==> config.mk <==
export PLATFORM = sky130hd
export DESIGN_NAME = rmp_register_map_protection
export DESIGN_NICKNAME = d
export VERILOG_FILES = /design/src/design/rmp_pkg.sv /design/src/design/rmp_register_map_protection.sv
export SDC_FILE = /design/constraint.sdc
export NUM_CORES = 1
export LEC_CHECK = 0
export BUFFER_PORTS_ARGS = -buffer_cell sky130_fd_sc_hd__buf_4
export CORE_MARGIN = 1.5
export CORE_UTILIZATION = 54
export CTS_CLUSTER_SIZE = 12
export DETAILED_ROUTE_END_ITERATION = 7
export GPL_TIMING_DRIVEN = 0
export PLACE_DENSITY_LB_ADDON = 0.3
export SLEW_MARGIN = 20
export SYNTH_ARGS = -nofsm -noshare
export SYNTH_HDL_FRONTEND = slang
export SYNTH_SLANG_ARGS = --single-unit
==> constraint.sdc <==
create_clock -name clk_sys_i -period 2.85 [get_ports clk_sys_i]
set_input_delay 0.285 -clock clk_sys_i [delete_from_list [all_inputs] [get_ports clk_sys_i]]
set_output_delay 0.285 -clock clk_sys_i [all_outputs]
set_load 0.005 [all_outputs]
==> src/design/rmp_pkg.sv <==
// Purpose: constants for the register map protection block
// Assumes: 8-bit registers, 256 registers per page
// Notes: crc polynomials are in normal (msb-first) form
package rmp_pkg;
  // ==========================================
  // pages and page selection
  localparam logic [2:0] PAGE_USER = 3'h0;
  localparam logic [2:0] PAGE_NVM = 3'h1;
  localparam logic [2:0] PAGE_SUPERVISION_TIMER = 3'h4;
  localparam logic [2:0] SPI_PAGE_MAX = 3'h4;
  localparam int PAGE_FIELD_LSB = 2;
  // ==========================================
  // user lock
  localparam logic [7:0] LOCK_KEY_ADDR = 8'ha1;
  localparam logic [7:0] LOCK_KEY_VALUE = 8'h9b;
  localparam logic [7:0] INT_ADDR_FIRST = 8'h5a;
  localparam logic [7:0] INT_ADDR_LAST = 8'h6c;
  localparam logic LOCK_RESET = 1'b0;
  // ==========================================
  // static crc-16
  localparam logic [15:0] CRC16_POLY = 16'h755b;
  localparam logic [15:0] CRC16_INIT = 16'hffff;
  localparam logic [9:0] STATIC_LAST = 10'h2ff;
  localparam logic [9:0] STATIC_FIRST = 10'h000;
  // ==========================================
  // dynamic crc-8 (designated 0xa6, normal form 0x4d)
  localparam logic [7:0] CRC8_POLY = 8'h4d;
  localparam int DYN_WORDS = 32;
  localparam logic [3:0] DYN_ADDR_LIMIT = 4'hf;
  // ==========================================
  // static checker states
  typedef enum logic [1:0] {
    ST_INIT = 2'b00,
    ST_RUN = 2'b01,
    ST_CHECK = 2'b10
  } rmp_scan_state_type;
endpackage : rmp_pkg

==> src/design/rmp_register_map_protection.sv <==
// Purpose: page decode, access locks and crc protection of the register map
// Assumes: register file answers scan reads combinationally on clk_sys_i
// Notes: access result appears one cycle after acc_valid_i
// Summary of operation
// - primary bus pages 0-3 via low two bits
// - page 4 at separate secondary identifier
// - serial page field selects page directly
// - continuous crc-16 over pages 1-3
// - mismatch sets error flag, requests shutdown
// - crc-16 uses the given generator polynomial
// - preset ones, msb first, inverted result
// - page 1 blocked in functional mode
// - reserved ones stay in checksum, cause mismatch
// - dynamic crc-8 updated on page 1/4 writes to addresses 0x00-0x0f
// - dynamic checksums verified round robin
// - dynamic crc-8 uses polynomial 0xa6
// - monitor config writes rejected while running
// - key 0x9b unlocks, other values lock
// - lock spares monitor config and interrupts
// - lock status readable, one means locked
// - every start-up leaves user registers unlocked
// - switching rate bits locked by nvm setting
module rmp_register_map_protection (
  input wire logic clk_sys_i,
  input wire logic reset_i,
  input wire logic acc_valid_i,
  input wire logic acc_write_i,
  input wire logic acc_is_serial_i,
  input wire logic acc_on_secondary_i,
  input wire logic [6:0] acc_dev_addr_i,
  input wire logic [2:0] acc_page_field_i,
  input wire logic [7:0] acc_reg_addr_i,
  input wire logic [7:0] acc_wdata_i,
  input wire logic acc_is_wd_cfg_i,
  input wire logic acc_is_esm_cfg_i,
  input wire logic acc_is_rate_sel_i,
  input wire logic [6:0] primary_bus_base_identifier_i,
  input wire logic [6:0] secondary_bus_identifier_i,
  input wire logic secondary_bus_used_i,
  input wire logic functional_mode_i,
  input wire logic supervision_timer_running_i,
  input wire logic error_signal_monitor_running_i,
  input wire logic rate_choice_nvm_lock_i,
  input wire logic startup_i,
  input wire logic nvm_loaded_i,
  input wire logic [15:0] nvm_crc16_expected_i,
  input wire logic [7:0] static_scan_data_i,
  input wire logic [7:0] dyn_scan_data_i,
  input wire logic crc_flag_clear_i,
  output logic acc_done_o,
  output logic acc_hit_o,
  output logic acc_granted_o,
  output logic [2:0] acc_page_o,
  output logic reg_wr_en_o,
  output logic [2:0] reg_wr_page_o,
  output logic [7:0] reg_wr_addr_o,
  output logic [7:0] reg_wr_data_o,
  output logic [2:0] static_scan_page_o,
  output logic [7:0] static_scan_addr_o,
  output logic [2:0] dyn_scan_page_o,
  output logic [7:0] dyn_scan_addr_o,
  output logic user_lock_status_o,
  output logic reg_crc_error_flag_o,
  output logic shutdown_request_o
);
  // ==========================================
  // crc step functions, one byte msb first
  function automatic logic [15:0] rmp_crc16_byte(input logic [15:0] crc, input logic [7:0] d);
    logic [15:0] c;
    c = crc;
    for (int i = 7; i >= 0; i--) begin
      c = (c[15] ^ d[i]) ? ({c[14:0], 1'b0} ^ rmp_pkg::CRC16_POLY) : {c[14:0], 1'b0};
    end
    return c;
  endfunction : rmp_crc16_byte

  function automatic logic [7:0] rmp_crc8_byte(input logic [7:0] d);
    logic [7:0] c;
    c = 8'h00;
    for (int i = 7; i >= 0; i--) begin
      c = (c[7] ^ d[i]) ? ({c[6:0], 1'b0} ^ rmp_pkg::CRC8_POLY) : {c[6:0], 1'b0};
    end
    return c;
  endfunction : rmp_crc8_byte

  // ==========================================
  // page decode
  logic base_match_w;
  logic sec_match_w;
  logic spi_ok_w;
  logic hit_w;
  logic [2:0] page_w;
  // pages 0-3 share the base id with the low two bits replaced
  assign base_match_w = !acc_on_secondary_i && (acc_dev_addr_i[6:2] ==
                        primary_bus_base_identifier_i[6:2]);
  // page 4 on the secondary bus, or on the primary bus when alone
  assign sec_match_w = (acc_dev_addr_i == secondary_bus_identifier_i) &&
                       (acc_on_secondary_i == secondary_bus_used_i);
  assign spi_ok_w = acc_page_field_i <= rmp_pkg::SPI_PAGE_MAX;
  assign hit_w = acc_is_serial_i ? spi_ok_w : (base_match_w || sec_match_w);
  assign page_w = acc_is_serial_i ? acc_page_field_i :
                  sec_match_w ? rmp_pkg::PAGE_SUPERVISION_TIMER : {1'b0, acc_dev_addr_i[1:0]};

  // ==========================================
  // access permission
  logic lock_reg;
  logic lock_next;
  logic is_key_w;
  logic exempt_w;
  logic deny_w;
  logic grant_w;
  assign is_key_w = (page_w == rmp_pkg::PAGE_USER) && (acc_reg_addr_i == rmp_pkg::LOCK_KEY_ADDR);
  // interrupt flags, monitor config and the key stay writable
  assign exempt_w = is_key_w || acc_is_wd_cfg_i || acc_is_esm_cfg_i ||
                    ((acc_reg_addr_i >= rmp_pkg::INT_ADDR_FIRST) &&
                     (acc_reg_addr_i <= rmp_pkg::INT_ADDR_LAST));
  assign deny_w = !hit_w ||
                  ((page_w == rmp_pkg::PAGE_NVM) && functional_mode_i) ||
                  (acc_write_i && (
                    ((page_w == rmp_pkg::PAGE_USER) && lock_reg && !exempt_w) ||
                    (acc_is_wd_cfg_i && supervision_timer_running_i) ||
                    (acc_is_esm_cfg_i && error_signal_monitor_running_i) ||
                    (acc_is_rate_sel_i && rate_choice_nvm_lock_i)));
  assign grant_w = acc_valid_i && !deny_w;

  // key write decides the lock, start-up always unlocks
  assign lock_next = startup_i ? rmp_pkg::LOCK_RESET :
                     (grant_w && acc_write_i && is_key_w) ?
                     (acc_wdata_i != rmp_pkg::LOCK_KEY_VALUE) : lock_reg;
  assign user_lock_status_o = lock_reg;

  // lock state
  always_ff @(posedge clk_sys_i) begin
    if (reset_i) begin
      lock_reg <= rmp_pkg::LOCK_RESET;
    end else begin
      lock_reg <= lock_next;
    end
  end

  // registered access answer and write strobe
  always_ff @(posedge clk_sys_i) begin
    if (reset_i) begin
      acc_done_o <= 1'b0;
      acc_hit_o <= 1'b0;
      acc_granted_o <= 1'b0;
      acc_page_o <= 3'h0;
      reg_wr_en_o <= 1'b0;
      reg_wr_page_o <= 3'h0;
      reg_wr_addr_o <= 8'h00;
      reg_wr_data_o <= 8'h00;
    end else begin
      acc_done_o <= acc_valid_i;
      acc_hit_o <= acc_valid_i && hit_w;
      acc_granted_o <= grant_w;
      acc_page_o <= acc_valid_i ? page_w : acc_page_o;
      reg_wr_en_o <= grant_w && acc_write_i;
      reg_wr_page_o <= grant_w ? page_w : reg_wr_page_o;
      reg_wr_addr_o <= grant_w ? acc_reg_addr_i : reg_wr_addr_o;
      reg_wr_data_o <= grant_w ? acc_wdata_i : reg_wr_data_o;
    end
  end

  // ==========================================
  // static crc-16 scan over pages 1 to 3
  rmp_pkg::rmp_scan_state_type st_reg;
  rmp_pkg::rmp_scan_state_type st_next;
  logic [9:0] st_cnt_reg;
  logic [15:0] crc16_reg;
  logic [15:0] crc16_step_w;
  logic static_mm_reg;
  logic static_mm_w;
  // raw bytes go in, so a reserved one breaks the match
  assign crc16_step_w = rmp_crc16_byte(crc16_reg, static_scan_data_i);
  assign static_mm_w = (st_reg == rmp_pkg::ST_CHECK) &&
                       ((~crc16_reg) != nvm_crc16_expected_i);
  assign static_scan_page_o = {1'b0, st_cnt_reg[9:8]} + 3'h1;
  assign static_scan_addr_o = st_cnt_reg[7:0];

  // scan sequencer
  always_comb begin
    st_next = st_reg;
    case (st_reg)
      rmp_pkg::ST_INIT: begin
        st_next = nvm_loaded_i ? rmp_pkg::ST_RUN : rmp_pkg::ST_INIT;
      end
      rmp_pkg::ST_RUN: begin
        st_next = (st_cnt_reg == rmp_pkg::STATIC_LAST) ? rmp_pkg::ST_CHECK : rmp_pkg::ST_RUN;
      end
      rmp_pkg::ST_CHECK: begin
        st_next = rmp_pkg::ST_INIT;
      end
      default: begin
        st_next = rmp_pkg::ST_INIT;
      end
    endcase
  end

  // scan registers
  always_ff @(posedge clk_sys_i) begin
    if (reset_i) begin
      st_reg <= rmp_pkg::ST_INIT;
      st_cnt_reg <= rmp_pkg::STATIC_FIRST;
      crc16_reg <= rmp_pkg::CRC16_INIT;
      static_mm_reg <= 1'b0;
    end else begin
      st_reg <= st_next;
      st_cnt_reg <= (st_reg == rmp_pkg::ST_RUN) ? st_cnt_reg + 10'h001 : rmp_pkg::STATIC_FIRST;
      crc16_reg <= (st_reg == rmp_pkg::ST_RUN) ? crc16_step_w : rmp_pkg::CRC16_INIT;
      static_mm_reg <= static_mm_w;
    end
  end

  // run length counted apart from the scan address, for the length check
  logic [9:0] run_len_reg;
  always_ff @(posedge clk_sys_i) begin
    if (reset_i) begin
      run_len_reg <= 10'h000;
    end else begin
      run_len_reg <= (st_reg == rmp_pkg::ST_RUN) ? run_len_reg + 10'h001 : 10'h000;
    end
  end

  // ==========================================
  // dynamic crc-8 store and round-robin check
  logic [7:0] dyn_crc_mem [0:rmp_pkg::DYN_WORDS-1];
  logic [rmp_pkg::DYN_WORDS-1:0] dyn_valid_reg;
  logic [4:0] dyn_idx_reg;
  logic [4:0] dyn_wr_idx_w;
  logic dyn_wr_w;
  logic dyn_mm_reg;
  logic dyn_mm_w;
  assign dyn_wr_idx_w = {reg_wr_page_o == rmp_pkg::PAGE_SUPERVISION_TIMER, reg_wr_addr_o[3:0]};
  assign dyn_wr_w = reg_wr_en_o && (reg_wr_addr_o[7:4] == 4'h0) &&
                    ((reg_wr_page_o == rmp_pkg::PAGE_NVM) ||
                     (reg_wr_page_o == rmp_pkg::PAGE_SUPERVISION_TIMER));
  assign dyn_scan_page_o = dyn_idx_reg[4] ? rmp_pkg::PAGE_SUPERVISION_TIMER : rmp_pkg::PAGE_NVM;
  assign dyn_scan_addr_o = {4'h0, dyn_idx_reg[3:0]};
  assign dyn_mm_w = dyn_valid_reg[dyn_idx_reg] &&
                    (rmp_crc8_byte(dyn_scan_data_i) != dyn_crc_mem[dyn_idx_reg]);

  // checksum memory follows the register file write edge
  always_ff @(posedge clk_sys_i) begin
    if (dyn_wr_w) begin
      dyn_crc_mem[dyn_wr_idx_w] <= rmp_crc8_byte(reg_wr_data_o);
    end
  end

  // round-robin pointer and entry validity
  always_ff @(posedge clk_sys_i) begin
    if (reset_i) begin
      dyn_valid_reg <= '0;
      dyn_idx_reg <= 5'h00;
      dyn_mm_reg <= 1'b0;
    end else begin
      dyn_idx_reg <= dyn_idx_reg + 5'h01;
      dyn_mm_reg <= dyn_mm_w;
      if (dyn_wr_w) begin
        dyn_valid_reg[dyn_wr_idx_w] <= 1'b1;
      end
    end
  end

  // ==========================================
  // error flag and shutdown request, set beats clear
  logic err_set_w;
  assign err_set_w = static_mm_reg || dyn_mm_reg;
  always_ff @(posedge clk_sys_i) begin
    if (reset_i) begin
      reg_crc_error_flag_o <= 1'b0;
      shutdown_request_o <= 1'b0;
    end else begin
      reg_crc_error_flag_o <= err_set_w || (reg_crc_error_flag_o && !crc_flag_clear_i);
      shutdown_request_o <= err_set_w;
    end
  end
endmodule : rmp_register_map_protection

==> summary.txt <==
Tightest Pin Transition = 0.986 ns
Ys async rst share = 0%
Synth Area in Simple Gates = 8.05%
Die Footprint = 29,000 um^2
CTS Buffer Depth = 3
Cell internal pwr = 9310 uW
Netlist cell types = 72
Hold crit path type = input port to flop
Area added between synthesis and finish = 20.8%
Final Hold Vio Count = 0
Final wirelength = 39,800 um
Final setup violation count = 87
Die Y = 170 um
Dominant combinational cell family by area after synthesis = multiplexers
Final nets = 1,319
Failing checks = setup timing
Placed cells = 1,558
Non-Filler Instances = 1,633
Avg Inst Size Synth = 14.6 um^2
Worst slew margin = 34.0%
WP data required = 3.22 ns
CTS tree = done
Layout Utilization = 66.1%
Clk_lat worst skew = 0.54 ns
Routed via count divided by cell count = 5.96
Core Rows = 61
DP HPWL = 26,600 um
Core area = 27,600 um^2
Post-synth top flop = edfxtp_1
Share of layout cells above drive strength 1 = 28.4%
Clk root buf = clkbuf_16
Crit-path max FO = 10
Num CTS Buffers = 36
Seq/Total Area, Yosys = 63.6%
Pin count of the biggest net entering global routing = 34
Lkg Pwr = 0.00635 uW
Comb pwr share = 18.6%
Fin. max-slew vios = 0
Vias in the first global route = 9,857
GRT overflow = 0
CTS H-Tree Depth = 2
Max-cap violations = 0
Synth Area in Adders = 0.331%
Yosys warns = 0
Post-synthesis compound-gate area fraction = 5.79%
GPL Wtd Cong = 0.878
Register-to-register setup slack = -0.21 ns
Total Routing Usage GR = 28.2%
Worst path slowest cell = a311oi_2
Total number of vias = 9,739
CTS Sinks = 352
Clock power frac = 35.0%
Die Width = 170 um
IO buf count = 130
Reg power frac = 46.5%
Critical Path AT = 3.42 ns
Clk_skew = 0.0221 ns
Initial antenna violation count = 1
Largest register FFs = 256
Status = finished, violations left
CP max stage delay = 0.52 ns
CP most frequent cell = buf_12
I/O pin total = 140
FF+latch count, synth = 352
Post-synthesis mux area share = 11.5%
Crit end category = flop
1st-iter DRT viols = 1,131
VDD IR max = 0.732 mV
RSZ-0062 raised after global routing = yes
Global-route wire length before repair = 59,000 um
CP cell instances = buf_12, buf_12, buf_12, buf_12, mux2i_1, o221ai_4, o21ai_0, o22ai_1, xor2_1, mux2i_1, a311oi_2
Routed WL per cell = 24.4 um
Synth Instances = 1,037
Mapped Area = 15,100 um^2
Drt drc = 0
Pwr dens = 689 nW/um^2
DRT Pass-1 Iters = 6
Fmax = 327 MHz
Routed Antenna Nets = 0
Initial core utilization = 54.7%
EDFF count, synth = 256
Post-route setup slack = -0.208 ns
CP Launch Type = flop
Tcrit/Tclk final = 107%
Worst-path clk slew = 0.06 ns
XOR/XNOR Fraction of Synth Area = 7.65%
Crit path kind = flop to flop
Sw Pwr = 3280 uW
Net Sw Frac = 26.0%
Final min period = 3.06 ns
-- repair_timing --
item,CTS,global route
pin swaps,0,11
endpoints found under the hold margin,1,0
buffers inserted,0,7
setup endpoints to repair,251,269
hold buffers,1,0
gates resized for setup,40,37
-- power groups by stage --
| stage | Sequential [uW] | Clock, uW | Combinational (uW) |
|---|---|---|---|
| 2_1_floorplan | 5930 | 0 | 1610 |
| 3_3_place_gp | 5980 | 0 | 2150 |
| 3_5_place_dp | 5950 | 0 | 2300 |
| 4_1_cts | 5850 | 4420 | 2320 |
| 5_1_grt | 5860 | 4620 | 2530 |
| 6_report | 5850 | 4400 | 2340 |
-- cells by family (layout without fill, tap and decap cells) --
kind of cell	count (synthesis)	in the layout
adders and majority gates	4	4
xor gates and xnor gates	126	126
buffers and inverters	65	278
AOI/OAI and AO/OA	126	126
and+or+nand+nor	256	256
muxes	107	107
DFF	352	352
other	1	6
-- worst paths after layout --
| path | startpoint | endpoint | cells after the start |
|---|---|---|---|
| max | dyn_idx_reg[0]$_SDFF_PP0_ | dyn_mm_reg$_SDFF_PP0_ | 11 |
| min reg2reg | st_reg[1]$_SDFF_PP0_ | st_reg[0]$_SDFF_PP0_ | 1 |
| max reg2reg | dyn_idx_reg[0]$_SDFF_PP0_ | dyn_mm_reg$_SDFF_PP0_ | 11 |
| min | acc_wdata_i[0] | reg_wr_data_o[0]$_SDFFE_PP0P_ | 3 |
-- synthesized netlist by cell type (all sizes together), types with 5 or more instances --
master	n	area share, %
nand2	42	1.0
edfxtp	256	51
nor3	6	0.23
buf	42	2.5
dfxtp	96	13
a211oi	9	0.45
nor2b	16	0.66
nand2b	6	0.25
o21ba	8	0.53
nand3	28	0.93
a21oi	31	1.1
a22oi	6	0.30
inv	7	0.17
or3	5	0.21
xnor2	78	4.8
o221ai	6	0.35
mux4	49	7.5
nor2	112	2.8
o211ai	7	0.35
clkbuf	15	0.37
mux2i	46	3.0
nor4	9	0.46
and3	5	0.21
xor2	48	2.8
mux2	12	0.89
nand4	10	0.41
o21ai	27	0.89
-- worst max-delay path, delay by kind of cell, from the launching register on --
family / cells / cell delay, ns
compound gates: 4 / 1.07
buf+inv: 4 / 0.74
mux: 2 / 0.47
flops: 1 / 0.40
xor+xnor: 1 / 0.19
-- layout make-up --
cell class	instances	area, um^2
flip-flops and latches	352	9610
fillers	1972	9370
multi-input cells	624	5370
repair buffers	147	1240
clock buffers	62	1040
well taps	378	473
plain buffers	57	467
inverters	8	30.0
clock inverters	4	27.5
diodes	1	2.50
-- metal layers --
| metal | routed length [um] | global-route usage, % | up-vias |
|---|---|---|---|
| li1 | - | - | 4252 |
| met1 | 15100 | 37.2 | 4721 |
| met2 | 18700 | 45.2 | 652 |
| met3 | 4320 | 6.07 | 114 |
| met4 | 1780 | 12.7 | 0 |
| met5 | 0 | 0 | - |
-- cells in the final DEF, fill, tap and decap left out, types with 5 or more instances in the layout --
master | netlist | final
nor4_1 | 7 | 5
conb_1 | 1 | 5
nor2_1 | 112 | 80
o221ai_1 | 6 | 5
mux2_2 | 12 | 12
buf_12 | 5 | 12
xnor2_2 | 6 | 12
a22oi_1 | 6 | 6
nand2_1 | 42 | 41
nand3_1 | 28 | 28
mux2i_1 | 46 | 45
buf_6 | 7 | 12
nand4_1 | 10 | 10
nor2_2 | 0 | 11
a21oi_1 | 30 | 30
clkbuf_1 | 15 | 34
and3_1 | 5 | 5
clkbuf_16 | 0 | 37
buf_4 | 19 | 151
nor2b_1 | 16 | 16
o21ai_0 | 24 | 24
edfxtp_1 | 256 | 256
buf_2 | 8 | 5
xnor2_1 | 72 | 65
dfxtp_1 | 96 | 95
nor3_1 | 5 | 5
mux4_1 | 10 | 10
o211ai_1 | 7 | 7
o21ba_2 | 8 | 8
nor2_4 | 0 | 21
a211oi_1 | 9 | 8
xor2_1 | 47 | 46
mux4_2 | 39 | 39
nand2b_1 | 6 | 5
inv_1 | 7 | 7
or3_1 | 5 | 5
-- per-stage QoR --
step / TNS, ns / cell area [um^2] / total power [uW] / setup WS [ns] / hold slack (ns)
final: -8.52 / 18300 / 12600 / -0.208 / 0.0297
after global routing: -24.96 / 18300 / 13000 / -0.316 / 0.0367
after detailed placement: -30.78 / 16800 / 8250 / -0.732 / 0.446
after floorplan: 0 / 15100 / 7550 / 0.279 / 0.362
after global placement: -134.97 / 16600 / 8130 / -1.20 / 0.445
after CTS: -1.37 / 18000 / 12600 / -0.217 / 0.0239
No activity file was read; power rests on OpenSTA's default activity.
